`src/fcg_defines.svh`:
```
`ifndef FCG_DEFINES_SVH
`define FCG_DEFINES_SVH

`define FCG_OFF_CONFIG 8'h04
`define FCG_OFF_GEOMETRY 8'h08
`define FCG_CONFIG_RESET 32'h0000_0000
`define FCG_CONFIG_WMASK 32'h0007_039E
`define FCG_BIT_CACHE_OFF 18
`define FCG_POLICY_HI 17
`define FCG_POLICY_LO 16
`define FCG_SLEEP_HI 9
`define FCG_SLEEP_LO 8
`define FCG_BIT_MANUAL 7
`define FCG_WAIT_HI 4
`define FCG_WAIT_LO 1
`define FCG_PSZ_HI 18
`define FCG_PSZ_LO 16
`define FCG_PAGE_SIZE_CODE 3'h6
`define FCG_PAGE_COUNT 16'h0100
`define FCG_WAIT_RESET 4'h0
`define FCG_RP_ZERO 2'h0
`define FCG_RP_LOWPWR 2'h1
`define FCG_RP_DETERM 2'h2
`define FCG_SP_FIRST_TOUCH 2'h0
`define FCG_SP_WITH_CORE 2'h1
`define FCG_SP_OFF 2'h3

`endif

```
`src/fcg_pkg.sv`:
```
package fcg_pkg;
  typedef enum logic [2:0] {
    FCG_IDLE = 3'b001,
    FCG_WAIT = 3'b010,
    FCG_DONE = 3'b100
  } fcg_rd_state_t;
endpackage

```
`src/fcg_rd_if.sv`:
```
`timescale 1ns/10ps
interface fcg_rd_if;
  logic req;
  logic hit;
  logic [3:0] stall;
  logic ready;
  modport ctl (input req, input hit, input stall, output ready);
  modport top (output req, output hit, output stall, input ready);
endinterface

```
`src/fcg_read_timer.sv`:
```
`timescale 1ns/10ps
module fcg_read_timer
  import fcg_pkg::*;
(
  // Clock and reset
  input wire logic clk,
  input wire logic rst_b,
  // Read timing
  fcg_rd_if.ctl rd
);
  typedef struct packed {
    fcg_rd_state_t st;
    logic [3:0] cnt;
  } fcg_tmr_t;

  fcg_tmr_t cur;
  fcg_tmr_t next_cur;

  always_comb begin
    next_cur = cur;
    rd.ready = 1'b0;
    unique case (cur.st)
      FCG_IDLE: begin
        if (rd.req) begin
          if (rd.stall == 4'h0) begin
            rd.ready = 1'b1;
          end else begin
            next_cur.cnt = rd.stall;
            next_cur.st = FCG_WAIT;
          end
        end
      end
      FCG_WAIT: begin
        next_cur.cnt = cur.cnt - 4'h1;
        if (cur.cnt == 4'h1) begin
          next_cur.st = FCG_DONE;
        end
      end
      FCG_DONE: begin
        // Ready after exactly stall waited cycles
        rd.ready = 1'b1;
        next_cur.st = FCG_IDLE;
      end
      default: begin
        next_cur.st = FCG_IDLE;
      end
    endcase
  end

  always_ff @(posedge clk or negedge rst_b) begin
    if (!rst_b) begin
      cur <= '{st: FCG_IDLE, cnt: 4'h0};
    end else begin
      cur <= next_cur;
    end
  end
endmodule

```
`src/fcg_config.sv`:
```
// What this block does
// - Unused configuration bits always read zero
// - Bit 18 turns read cache off
// - Policy 0: no hit wait states
// - Policy 1: one extra wait per miss, none at wait count 15
// - Policy 2: hit equals miss timing
// - Sleep policy 0: wake on access
// - Sleep policy 1: wake with core
// - Sleep policy 3: no auto power cut
// - Auto commit on last buffer word
// - Manual mode needs explicit commit command
// - Reads stall by wait count plus one cycles when nonzero
// - Wait count resets to zero
// - Page size code reported, bits 18:16
// - Page count reported, bits 15:0
// - Power cut flag follows sleep policy
`timescale 1ns/10ps
`include "fcg_defines.svh"
module fcg_config
(
  // Clock and reset
  input wire logic clk,
  input wire logic rst_b,
  // Register access
  input wire logic reg_wr,
  input wire logic reg_rd,
  input wire logic [7:0] reg_addr,
  input wire logic [31:0] reg_wdata,
  output logic [31:0] reg_rdata,
  input wire logic write_protect,
  // Flash read request
  input wire logic rd_req,
  input wire logic rd_hit,
  output logic rd_ready,
  output logic cache_active,
  // Page buffer
  input wire logic buf_last_word_wr,
  input wire logic commit_cmd,
  output logic page_commit,
  // Sleep and power
  input wire logic sleep_enter,
  input wire logic sleep_exit,
  input wire logic flash_access,
  output logic power_cut_status
);
  import fcg_pkg::*;

  typedef struct packed {
    logic [31:0] config_q;
    logic power_cut;
    logic commit;
    logic [31:0] rdata;
  } fcg_state_t;

  fcg_state_t cur;
  fcg_state_t next_cur;
  fcg_rd_if rdi ();

  function automatic logic [31:0] fcg_read(input logic [7:0] a, input logic [31:0] c);
    logic [31:0] v;
    v = 32'h0000_0000;
    if (a == `FCG_OFF_CONFIG) begin
      v = c & `FCG_CONFIG_WMASK;
    end else if (a == `FCG_OFF_GEOMETRY) begin
      v[`FCG_PSZ_HI:`FCG_PSZ_LO] = `FCG_PAGE_SIZE_CODE;
      v[15:0] = `FCG_PAGE_COUNT;
    end
    return v;
  endfunction

  logic [1:0] read_policy;
  logic [1:0] sleep_power_policy;
  logic [3:0] read_wait_count;
  logic cache_off;
  logic manual_page_commit;
  logic [3:0] stall;

  assign cache_off = cur.config_q[`FCG_BIT_CACHE_OFF];
  assign read_policy = cur.config_q[`FCG_POLICY_HI:`FCG_POLICY_LO];
  assign sleep_power_policy = cur.config_q[`FCG_SLEEP_HI:`FCG_SLEEP_LO];
  assign manual_page_commit = cur.config_q[`FCG_BIT_MANUAL];
  assign read_wait_count = cur.config_q[`FCG_WAIT_HI:`FCG_WAIT_LO];

  // Stall selection; with cache off every read counts as a miss
  always_comb begin
    stall = read_wait_count;
    if (!cache_off && rd_hit) begin
      stall = 4'h0;
      if (read_policy == `FCG_RP_DETERM) begin
        stall = read_wait_count;
      end
    end else if (read_policy == `FCG_RP_LOWPWR) begin
      // Saturate so fifteen waits plus penalty cannot wrap
      stall = (read_wait_count == 4'hF) ? 4'hF : read_wait_count + 4'h1;
    end
  end

  assign rdi.req = rd_req;
  assign rdi.hit = rd_hit;
  assign rdi.stall = stall;
  assign rd_ready = rdi.ready;
  assign cache_active = !cache_off;

  fcg_read_timer u_timer (
    .clk(clk),
    .rst_b(rst_b),
    .rd(rdi)
  );

  always_comb begin
    next_cur = cur;
    next_cur.commit = 1'b0;
    next_cur.rdata = reg_rd ? fcg_read(reg_addr, cur.config_q) : 32'h0000_0000;
    if (reg_wr && !write_protect && reg_addr == `FCG_OFF_CONFIG) begin
      next_cur.config_q = reg_wdata & `FCG_CONFIG_WMASK;
    end
    // Auto commit only in automatic mode; manual needs the command
    if (!manual_page_commit && buf_last_word_wr) begin
      next_cur.commit = 1'b1;
    end
    if (manual_page_commit && commit_cmd) begin
      next_cur.commit = 1'b1;
    end
    // Wake events first so a sleep entry in the same cycle wins
    if (cur.power_cut && sleep_exit && sleep_power_policy == `FCG_SP_WITH_CORE) begin
      next_cur.power_cut = 1'b0;
    end
    if (cur.power_cut && flash_access && sleep_power_policy == `FCG_SP_FIRST_TOUCH) begin
      next_cur.power_cut = 1'b0;
    end
    if (sleep_enter && (sleep_power_policy == `FCG_SP_FIRST_TOUCH ||
        sleep_power_policy == `FCG_SP_WITH_CORE)) begin
      next_cur.power_cut = 1'b1;
    end
  end

  always_ff @(posedge clk or negedge rst_b) begin
    if (!rst_b) begin
      cur.config_q <= `FCG_CONFIG_RESET;
      cur.power_cut <= 1'b0;
      cur.commit <= 1'b0;
      cur.rdata <= 32'h0000_0000;
    end else begin
      cur <= next_cur;
    end
  end

  assign reg_rdata = cur.rdata;
  assign page_commit = cur.commit;
  assign power_cut_status = cur.power_cut;
endmodule

```
`config.mk`:
```
export PLATFORM = sky130hd
export DESIGN_NAME = fcg_config
export DESIGN_NICKNAME = d
export VERILOG_FILES = /design/src/fcg_pkg.sv /design/src/fcg_rd_if.sv /design/src/fcg_read_timer.sv /design/src/fcg_config.sv
export VERILOG_INCLUDE_DIRS = /design/src
export SDC_FILE = /design/constraint.sdc
export NUM_CORES = 1
export LEC_CHECK = 0
export BUFFER_PORTS_ARGS = -buffer_cell sky130_fd_sc_hd__buf_4
export CAP_MARGIN = 0
export CORE_UTILIZATION = 41
export CTS_CLUSTER_SIZE = 14
export DETAILED_ROUTE_END_ITERATION = 8
export PLACE_DENSITY = 0.76
export SKIP_CTS_REPAIR_TIMING = 1
export SYNTH_ARGS = -nofsm -noshare
export SYNTH_HDL_FRONTEND = slang
export SYNTH_SLANG_ARGS = --single-unit
```
`constraint.sdc`:
```
create_clock -name clk -period 1.9 [get_ports clk]
set_input_delay 0.38 -clock clk [delete_from_list [all_inputs] [get_ports clk]]
set_output_delay 0.38 -clock clk [all_outputs]
set_load 0.1 [all_outputs]
```
==> results.py, run 1 <==
metrics = {
    "critical_path": {
        "critPathArrivalTime_ns": 1.96,
        "cp-end-kind": "output port",
        "worstPathRequired_ns": 1.52,
        "worstRegToRegCells": 7,
        "crit_path_start": "cur[36]$_DFFE_PN0P_",
        "critPathLaunchType": "flop",
        "rr_startpoint": "cur[36]$_DFFE_PN0P_",
        "reg2reg_to": "u_timer.cur[2]$_DFFE_PN0P_",
        "critPathBufInv": 2,
        "critical-path-top-delay-family": "simple AND/OR/NAND/NOR gates",
        "critPathKind": "reg -> out",
        "cpPeakStageDelay_ns": 0.42,
        "cp_slowest_cell": "dfrtp_1",
        "crit_fanout": 5,
        "rrSetupSlack_ns": 0.02,
        "path_cells": "buf_6 -> and3_1 -> and4b_1 -> or3_4 -> nand4_4 -> o32ai_4 -> buf_12",
    },
    "timing": {
        "holdWs_ns": 0.0124,
        "hold_viol": 0,
        "fmax_ghz": 0.428,
        "finalSetupViolCount": 1,
        "layout_min_cycle_time_ns": 2.34,
        "skew_ns": 0.00906,
        "rsz0062_at_grt": "yes",
        "timing.final.ws_setup_ns": -0.439,
        "setup_tns_ns": -0.439,
        "final_max_slew_viol_count": 0,
        "period_share": 1.23,
    },
    "floorplanning": {
        "die_y_um": 67.8,
        "pin_count": 88,
        "die-area_mm2": 0.00460,
        "die_w_um": 67.8,
        "num_rows": 23,
        "start_util": 0.434,
        "core-area_mm2": 0.00409,
    },
    "clock_network": {
        "cts_tree": "done",
        "clock-root-buffer": "clkbuf_8",
        "clkLatencyLatePin_ns": 0.28,
        "htree_levels": 2,
        "cts_buffer_depth": 2,
        "cts.clk_slew.worst_paths_ns": 0.07,
        "cts_buffers": 5,
        "cts.sinks": 29,
    },
    "global_routing": {
        "grt_pass1_wl_um": 5430,
        "grt_usage": 0.161,
        "grt_remaining_overflow": 0,
        "grt_pass1_vias": 1324,
        "grt_max_degree": 30,
        "antenna_found_initial": 0,
    },
    "logic_synthesis": {
        "async_reset_ff_frac": 1.00,
        "ys_warn_count": 0,
        "syn_area_mm2": 0.00178,
        "synth.ff_latch_count": 29,
        "yosysSeqAreaShare": 0.409,
        "synth_area_per_cell_um2": 10.3,
        "yosys.cell_types.count": 46,
        "syn_inst": 173,
        "synth_edf_count": 0,
        "dominantRegCellSynth": "dfrtp_1",
    },
    "power": {
        "power.density_mw_per_mm2": 969,
        "leakagePower_nw": 1.20,
        "ir_drop_uv": 380,
        "total_power_mw": 2.30,
    },
    "finish": {
        "n_antenna_cell": 0,
        "drive_above_1_share": 0.435,
        "nNetsFinal": 291,
        "area_growth_pct": 33.8,
    },
    "route": {
        "num_vias": 1399,
        "drt_iter0_drc": 55,
        "drc_errors": 0,
        "final_antenna_net_count": 0,
        "vias_per_cell": 4.87,
        "wl_um": 3500,
        "wl_per_cell_um": 12.2,
        "dr.pass1.iters": 4,
    },
    "status": {
        "violations": "negative setup slack",
        "status": "complete, but fails checks",
    },
    "placement": {
        "globalplace.congestion": 0.805,
        "io_buffer_count": 43,
        "place_ws_ns": -0.273,
        "post-dp-hpwl_um": 2600,
    },
    "hold_path": {
        "worstHoldPathType": "in -> async",
    },
    "flow_run": {
        "cap_violations": 0,
    },
}
[Yosys cell counts, types with 2 or more instances]
cell type   n  share of area
a211oi_1    3          0.013
a21o_1      2         0.0085
a21oi_1     8          0.023
a31oi_1     3          0.011
and2_1      7          0.025
and3_1      3          0.011
buf_4      32           0.14
dfrtp_1    28           0.39
ha_1        3          0.021
inv_1       8          0.017
mux2_4     10          0.085
nand2_1    10          0.021
nand2b_1    4          0.014
nand3_1     5          0.014
nor2_1      8          0.017
nor3_1      3         0.0085
o21ai_0     5          0.014
or3_1       3          0.011
[final cells by class]
| cell class | instances | area [um2] |
|---|---|---|
| clock buffer | 6 | 82.6 |
| clock inverter | 2 | 13.8 |
| fill | 355 | 1710 |
| inverter | 8 | 30.0 |
| multi-input combinational | 124 | 925 |
| sequential | 29 | 727 |
| tap | 50 | 62.6 |
| timing repair buffer | 68 | 534 |
[worst max path at each step]
stage	endpoint	slack [ns]	cells past startpoint
floorplan	rd_ready	-0.44	6
CTS	rd_ready	-0.59	7
detailed placement	rd_ready	-0.27	7
global placement	rd_ready	-0.28	7
finish	rd_ready	-0.44	7
global route	rd_ready	-0.54	7
[state kept, by name, summed over array words and instances, names as in the netlist]
name / flops
reg_rdata: 10
cache_off: 1
cur: 9
power_cut_status: 1
u_timer.cur: 7
page_commit: 1
[power breakdown]
part / internal, mW / total [mW] / switching (mW)
registers: 0.687 / 0.738 / 0.0509
logic: 0.416 / 1.05 / 0.630
clock network: 0.292 / 0.517 / 0.225
total: 1.40 / 2.30 / 0.906
[per-stage QoR]
step            util  std cells  cell area (um2)
2_1_floorplan      -        194             1880
3_3_place_gp   0.532        276             2170
3_5_place_dp   0.532        276             2170
4_1_cts        0.556        284             2270
5_1_grt        0.581        287             2370
6_report       0.581        287             2370
[layer usage]
metal	up-vias	part of all wire	track usage
li1	680	-	-
met1	653	0.41	0.186
met2	58	0.50	0.274
met3	8	0.066	0.0557
met4	0	0.022	0.0573
met5	-	0	0
[cells by family after synthesis]
logic type | after synthesis | share of synthesized area
AND/OR/NAND/NOR | 58 | 0.198
buffers and inverters | 41 | 0.159
AO/OA/AOI/OAI | 29 | 0.114
flip-flops | 29 | 0.409
multiplexers | 12 | 0.0965
adder cells (fa/ha/maj) | 3 | 0.0211
other | 1 | 0.00211
[placed cells by master (no fill, tap or decap), types with 2 or more instances in the layout]
master,instances
buf_4,64
dfrtp_1,28
conb_1,22
nand2_1,10
mux2_4,10
a21oi_1,8
inv_1,8
nor2_1,8
and2_1,7
clkbuf_8,6
o21ai_0,5
nand2b_1,4
nand3_1,4
a31oi_1,3
a211oi_1,3
nor3_1,3
buf_6,3
a21o_1,2
and3_1,2
or3_4,2
ha_1,2
No activity file was read; power rests on OpenSTA's default activity.
==> inputs of run 2 (changes only) <==
--- a/config.mk
+++ b/config.mk
@@ -6,6 +6,7 @@
 export SDC_FILE = /design/constraint.sdc
 export NUM_CORES = 1
 export LEC_CHECK = 0
+export ABC_AREA = 1
 export BUFFER_PORTS_ARGS = -buffer_cell sky130_fd_sc_hd__buf_4
 export CAP_MARGIN = 0
 export CORE_UTILIZATION = 41
==> run 2 against run 1 <==
Effect of this change: the run still ends with negative setup slack left; clock skew down 0.0072 ns; maximum frequency is 1.6% higher; non-clock buffer count down 6; first-iteration DRC count increased by 29%; via count grew 5.6%; total power fell by 6.3%; largest cell class unchanged.
==> results.py, run 2 <==
metrics = {
    "status": {
        "status": "complete, but fails checks",
        "violations": "negative setup slack",
    },
    "critical_path": {
        "critPathArrivalTime_ns": 1.92,
        "cpPeakStageDelay_ns": 0.38,
        "rrSetupSlack_ns": 0.21,
        "critPathKind": "reg -> out",
        "worstRegToRegCells": 11,
        "crit_fanout": 3,
        "path_cells": "ha_2 -> inv_2 -> nor2_4 -> nor2_2 -> nor2_1 -> nor2_2 -> nand2_2 -> nor2_4 -> nand3_4 -> o21ai_4 -> buf_12",
        "rr_startpoint": "cur[36]$_DFFE_PN0P_",
        "cp_slowest_cell": "dfrtp_1",
        "cp-end-kind": "output port",
        "critPathLaunchType": "flop",
        "reg2reg_to": "u_timer.cur[5]$_DFFE_PN0P_",
        "critPathBufInv": 2,
        "worstPathRequired_ns": 1.52,
        "critical-path-top-delay-family": "simple AND/OR/NAND/NOR gates",
        "crit_path_start": "cur[36]$_DFFE_PN0P_",
        "crit_path_end": "rd_ready",
        "path_depth": 11,
    },
    "logic_synthesis": {
        "yosys.cell_types.count": 29,
        "synth_top_area_share": 0.393,
        "syn_inst": 233,
        "ys_warn_count": 0,
        "synth_commonest_cells": "nand2_1, buf_4, dfrtp_1, inv_1, nor2_1",
        "dominantRegCellSynth": "dfrtp_1",
        "synth_most_common_cell": "nand2_1",
        "syn_area_mm2": 0.00178,
        "async_reset_ff_frac": 1.00,
        "synth_area_leaders": "dfrtp_1, buf_4, nand2_1",
        "synth_top_area_cell": "dfrtp_1",
        "synth.ff_latch_count": 29,
        "synth_edf_count": 0,
        "synth_area_per_cell_um2": 7.65,
        "yosysSeqAreaShare": 0.408,
    },
    "finish": {
        "regArea_um2": 728,
        "final_cell_mix": "buf_4, nand2_1, inv_1, dfrtp_1, conb_1",
        "area_growth_pct": 31.2,
        "largest_register_ff_count": 10,
        "multiInputGateArea_um2": 796,
        "n_antenna_cell": 0,
        "fin_util": 0.572,
        "final_common_cell": "buf_4",
        "fill_cells": 399,
        "drive_above_1_share": 0.348,
        "nNetsFinal": 344,
    },
    "timing": {
        "skew_ns": 0.00182,
        "period_share": 1.21,
        "fmax_ghz": 0.434,
        "holdWs_ns": 0.00890,
        "layout_min_cycle_time_ns": 2.30,
        "final_max_slew_viol_count": 0,
        "finalSetupViolCount": 1,
        "rsz0062_at_grt": "yes",
        "timing.final.ws_setup_ns": -0.402,
        "hold_viol": 0,
    },
    "placement": {
        "post-dp-hpwl_um": 2690,
        "place_ws_ns": -0.193,
        "io_buffer_count": 43,
        "globalplace.congestion": 0.853,
    },
    "floorplanning": {
        "die_y_um": 67.9,
        "num_rows": 23,
        "core-area_mm2": 0.00409,
        "die_w_um": 67.9,
        "start_util": 0.436,
        "pin_count": 88,
        "die-area_mm2": 0.00462,
    },
    "clock_network": {
        "htree_levels": 2,
        "cts_buffer_depth": 2,
        "cts.sinks": 29,
        "clkLatencyLatePin_ns": 0.28,
        "cts.clk_slew.worst_paths_ns": 0.06,
        "clock-root-buffer": "clkbuf_8",
        "cts_buffers": 5,
        "cts_tree": "done",
    },
    "power": {
        "leakagePower_nw": 1.25,
        "comb_power_share": 0.321,
        "internal-power_mw": 1.40,
        "total_power_mw": 2.16,
        "swShare": 0.350,
        "power.density_mw_per_mm2": 922,
        "power.switching_mw": 0.755,
        "clkPwrFrac": 0.348,
        "seqPwrFrac": 0.331,
        "ir_drop_uv": 399,
    },
    "route": {
        "drc_errors": 0,
        "final_antenna_net_count": 0,
        "wl_um": 3380,
        "vias_per_cell": 4.34,
        "dr.pass1.iters": 4,
        "drt_iter0_drc": 71,
        "wl_per_cell_um": 9.93,
        "num_vias": 1477,
    },
    "global_routing": {
        "grt_pass1_wl_um": 5660,
        "grt_max_degree": 30,
        "grt_remaining_overflow": 0,
        "grt_usage": 0.164,
        "grt_pass1_vias": 1383,
        "antenna_found_initial": 0,
    },
    "hold_path": {
        "worstHoldPathType": "in -> async",
    },
    "flow_run": {
        "cap_violations": 0,
    },
}
[run 2: cell count changes after synthesis, sizes merged, moves of 4 or more]
| cell | delta |
|---|---|
| mux2 | -11 |
| nand2b | -4 |
| a21oi | -8 |
| nor2 | +14 |
| nand3 | +11 |
| nand2 | +48 |
| and2 | -7 |
| inv | +28 |
| o21ai | +16 |
[run 2: cell type report]
type,count,area share
well taps,50,0.0268
clock inverters,3,0.0278
repair buffers,62,0.204
clock buffers,5,0.0294
flip-flops and latches,29,0.311
multi-input cells,155,0.340
inverters,36,0.0599
[run 2: worst register-to-register path, stage by stage, from the launching register on]
cell and delay [ns]:
dfrtp_1 0.38, ha_2 0.20, inv_2 0.08, nor2_4 0.04, nor2_2 0.10, nor2_1 0.06, nor2_2 0.13, nand2_2 0.08
nor2_4 0.13, nand3_4 0.09, buf_4 0.15, and3_1 0.14
[run 2: cells by family after synthesis]
| logic type | count (synthesis) | synth area share |
|---|---|---|
| AO/OA/AOI/OAI | 21 | 0.0611 |
| other | 1 | 0.00210 |
| XOR/XNOR | 1 | 0.00491 |
| flip-flops | 29 | 0.408 |
| AND/OR/NAND/NOR | 108 | 0.288 |
| adder cells (fa/ha/maj) | 3 | 0.0211 |
| buffers and inverters | 70 | 0.215 |
[run 2: power by group through the flow]
stage	registers [mW]	clock network (mW)	logic (mW)
after CTS	0.713	0.770	0.657
after global placement	0.723	0	0.632
after floorplan	0.735	0	0.532
after detailed placement	0.724	0	0.654
after global routing	0.720	0.793	0.752
final	0.713	0.750	0.693
[run 2: worst min-delay path by stage]
stage               start                            to  cells after the start
finish              rst_b  power_cut_status$_DFFE_PN0P_                      1
global route        rst_b  power_cut_status$_DFFE_PN0P_                      1
CTS                 rst_b           cur[43]$_DFFE_PN0P_                      1
detailed placement  rst_b           cur[43]$_DFFE_PN0P_                      1
global placement    rst_b           cur[42]$_DFFE_PN0P_                      1
floorplan           rst_b         cache_off$_DFFE_PN0P_                      0
[run 2: per-stage QoR]
stage | area (um2) | cells | setup TNS (ns)
2_1_floorplan | 1890 | 254 | -0.257
3_3_place_gp | 2140 | 327 | -0.140
3_5_place_dp | 2140 | 327 | -0.193
4_1_cts | 2270 | 335 | -0.504
5_1_grt | 2340 | 340 | -0.529
6_report | 2340 | 340 | -0.402
[run 2: per-layer routing]
metal	track usage	share of wire	vias to the layer above
met3	0.0433	0.037	4
met4	0.0625	0.011	0
met5	0	0	-
met1	0.191	0.44	649
li1	-	-	782
met2	0.283	0.51	42
==> inputs of run 3 (changes only) <==
--- a/config.mk
+++ b/config.mk
@@ -13,6 +13,7 @@
 export CTS_CLUSTER_SIZE = 14
 export DETAILED_ROUTE_END_ITERATION = 8
 export PLACE_DENSITY = 0.76
+export RECOVER_POWER = 50
 export SKIP_CTS_REPAIR_TIMING = 1
 export SYNTH_ARGS = -nofsm -noshare
 export SYNTH_HDL_FRONTEND = slang
==> run 3 against run 2 <==
Effect of this change: the run ends with max-capacitance violations, negative setup slack left; maximum frequency about the same; clock-buffer cell count unchanged; final cell count unchanged; register-to-register slack about the same; worst setup slack about the same; sequential power about the same; sequential cell count unchanged; clock skew about the same.
==> results.py, run 3 (same netlist as run 2, synthesis figures left out) <==
metrics = {
    "status": {
        "status": "complete, but fails checks",
        "violations": "max-capacitance violations, negative setup slack",
    },
    "clock_network": {
        "cts_buffers": 5,
        "cts_buffer_depth": 2,
        "cts_tree": "done",
        "clock-root-buffer": "clkbuf_8",
        "cts.sinks": 29,
        "cts.clk_slew.worst_paths_ns": 0.06,
        "clkLatencyLatePin_ns": 0.28,
        "htree_levels": 2,
    },
    "route": {
        "vias_per_cell": 4.33,
        "dr.pass1.iters": 4,
        "drt_iter0_drc": 61,
        "num_vias": 1473,
        "drc_errors": 0,
        "wl_per_cell_um": 9.92,
        "wl_um": 3370,
        "final_antenna_net_count": 0,
    },
    "placement": {
        "post-dp-hpwl_um": 2690,
        "io_buffer_count": 43,
        "place_ws_ns": -0.193,
        "globalplace.congestion": 0.853,
    },
    "finish": {
        "nNetsFinal": 344,
        "regArea_um2": 728,
        "drive_above_1_share": 0.334,
        "n_antenna_cell": 0,
        "area_growth_pct": 30.1,
        "fill_cells": 405,
        "multiInputGateArea_um2": 781,
        "final_common_cell": "buf_4",
        "largest_register_ff_count": 10,
        "final_cell_mix": "buf_4, nand2_1, inv_1, dfrtp_1, conb_1",
    },
    "global_routing": {
        "grt_pass1_vias": 1383,
        "grt_pass1_wl_um": 5660,
        "grt_max_degree": 30,
        "antenna_found_initial": 0,
        "grt_remaining_overflow": 0,
        "grt_usage": 0.164,
    },
    "critical_path": {
        "cp-end-kind": "output port",
        "critPathBufInv": 2,
        "cp_slowest_cell": "dfrtp_1",
        "path_cells": "ha_2 -> inv_2 -> nor2_4 -> nor2_2 -> nor2_1 -> nor2_2 -> nand2_2 -> nor2_4 -> nand3_4 -> o21ai_4 -> buf_12",
        "critPathLaunchType": "flop",
        "worstPathRequired_ns": 1.52,
        "critical-path-top-delay-family": "simple AND/OR/NAND/NOR gates",
        "crit_fanout": 3,
        "cpPeakStageDelay_ns": 0.38,
        "critPathKind": "reg -> out",
        "critPathArrivalTime_ns": 1.92,
    },
    "floorplanning": {
        "die_y_um": 67.9,
        "start_util": 0.436,
        "die-area_mm2": 0.00462,
        "die_w_um": 67.9,
        "num_rows": 23,
        "core-area_mm2": 0.00409,
        "pin_count": 88,
    },
    "timing": {
        "finalSetupViolCount": 1,
        "skew_ns": 0.00181,
        "hold_viol": 0,
        "final_max_slew_viol_count": 0,
        "worst_pin_slew_ns": 1.49,
        "timing.final.ws_setup_ns": -0.402,
        "rsz0062_at_grt": "yes",
        "fmax_ghz": 0.434,
        "holdWs_ns": 0.297,
        "layout_min_cycle_time_ns": 2.30,
        "relSlewSlack": 0.00562,
        "period_share": 1.21,
    },
    "hold_path": {
        "worstHoldPathType": "in -> reg",
    },
    "flow_run": {
        "cap_violations": 1,
    },
    "power": {
        "leakagePower_nw": 1.24,
        "power.density_mw_per_mm2": 928,
        "ir_drop_uv": 399,
    },
}
==> run 3: worst register-to-register path, delay by kind of cell (launching register included) <==
kind / cells / cell delay [ns]
fa+ha+maj: 1 / 0.20
simple gates: 8 / 0.77
flops: 1 / 0.38
buf+inv: 2 / 0.23
==> run 3: per-layer routing <==
layer	share of wire	wire, um	up-vias	GRT usage
met2	0.51	1720	36	0.283
met3	0.036	120	4	0.0433
met1	0.44	1500	653	0.191
met5	0	0	-	0
met4	0.011	38	0	0.0625
li1	-	-	780	-
==> run 3: per-stage QoR <==
stage               power [mW]  cell area, um2  std cells  utilization  setup TNS (ns)
floorplan                 1.27            1890        254            -          -0.257
global placement          1.35            2140        327        0.523          -0.140
detailed placement        1.38            2140        327        0.523          -0.193
CTS                       2.14            2270        335        0.555          -0.504
global route              2.26            2320        340        0.568          -0.529
finish                    2.15            2320        340        0.568          -0.402
==> run 3: final timing paths <==
check	start	end	slack, ns	cells past startpoint
hold / removal	buf_last_word_wr	page_commit$_DFF_PN0_	0.30	3
hold reg to reg	cur[43]$_DFFE_PN0P_	cur[43]$_DFFE_PN0P_	0.50	2
max in group asynchronous	rst_b	cur[51]$_DFFE_PN0P_	0.47	1
setup / recovery	cur[36]$_DFFE_PN0P_	rd_ready	-0.40	11
min in group asynchronous	rst_b	power_cut_status$_DFFE_PN0P_	0.45	1
setup reg to reg	cur[36]$_DFFE_PN0P_	u_timer.cur[5]$_DFFE_PN0P_	0.20	11
==> run 3: cell type report <==
type,count,share of cell area
multi-input combinational,155,0.337
sequential,29,0.314
timing repair buffer,62,0.204
inverter,36,0.0604
clock buffer,5,0.0297
clock inverter,3,0.0280
tap,50,0.0270
==> run 3: report_power, final <==
group	switching, mW	internal, mW
combinational	0.481	0.209
clock	0.229	0.520
sequential	0.0437	0.670
total	0.753	1.40
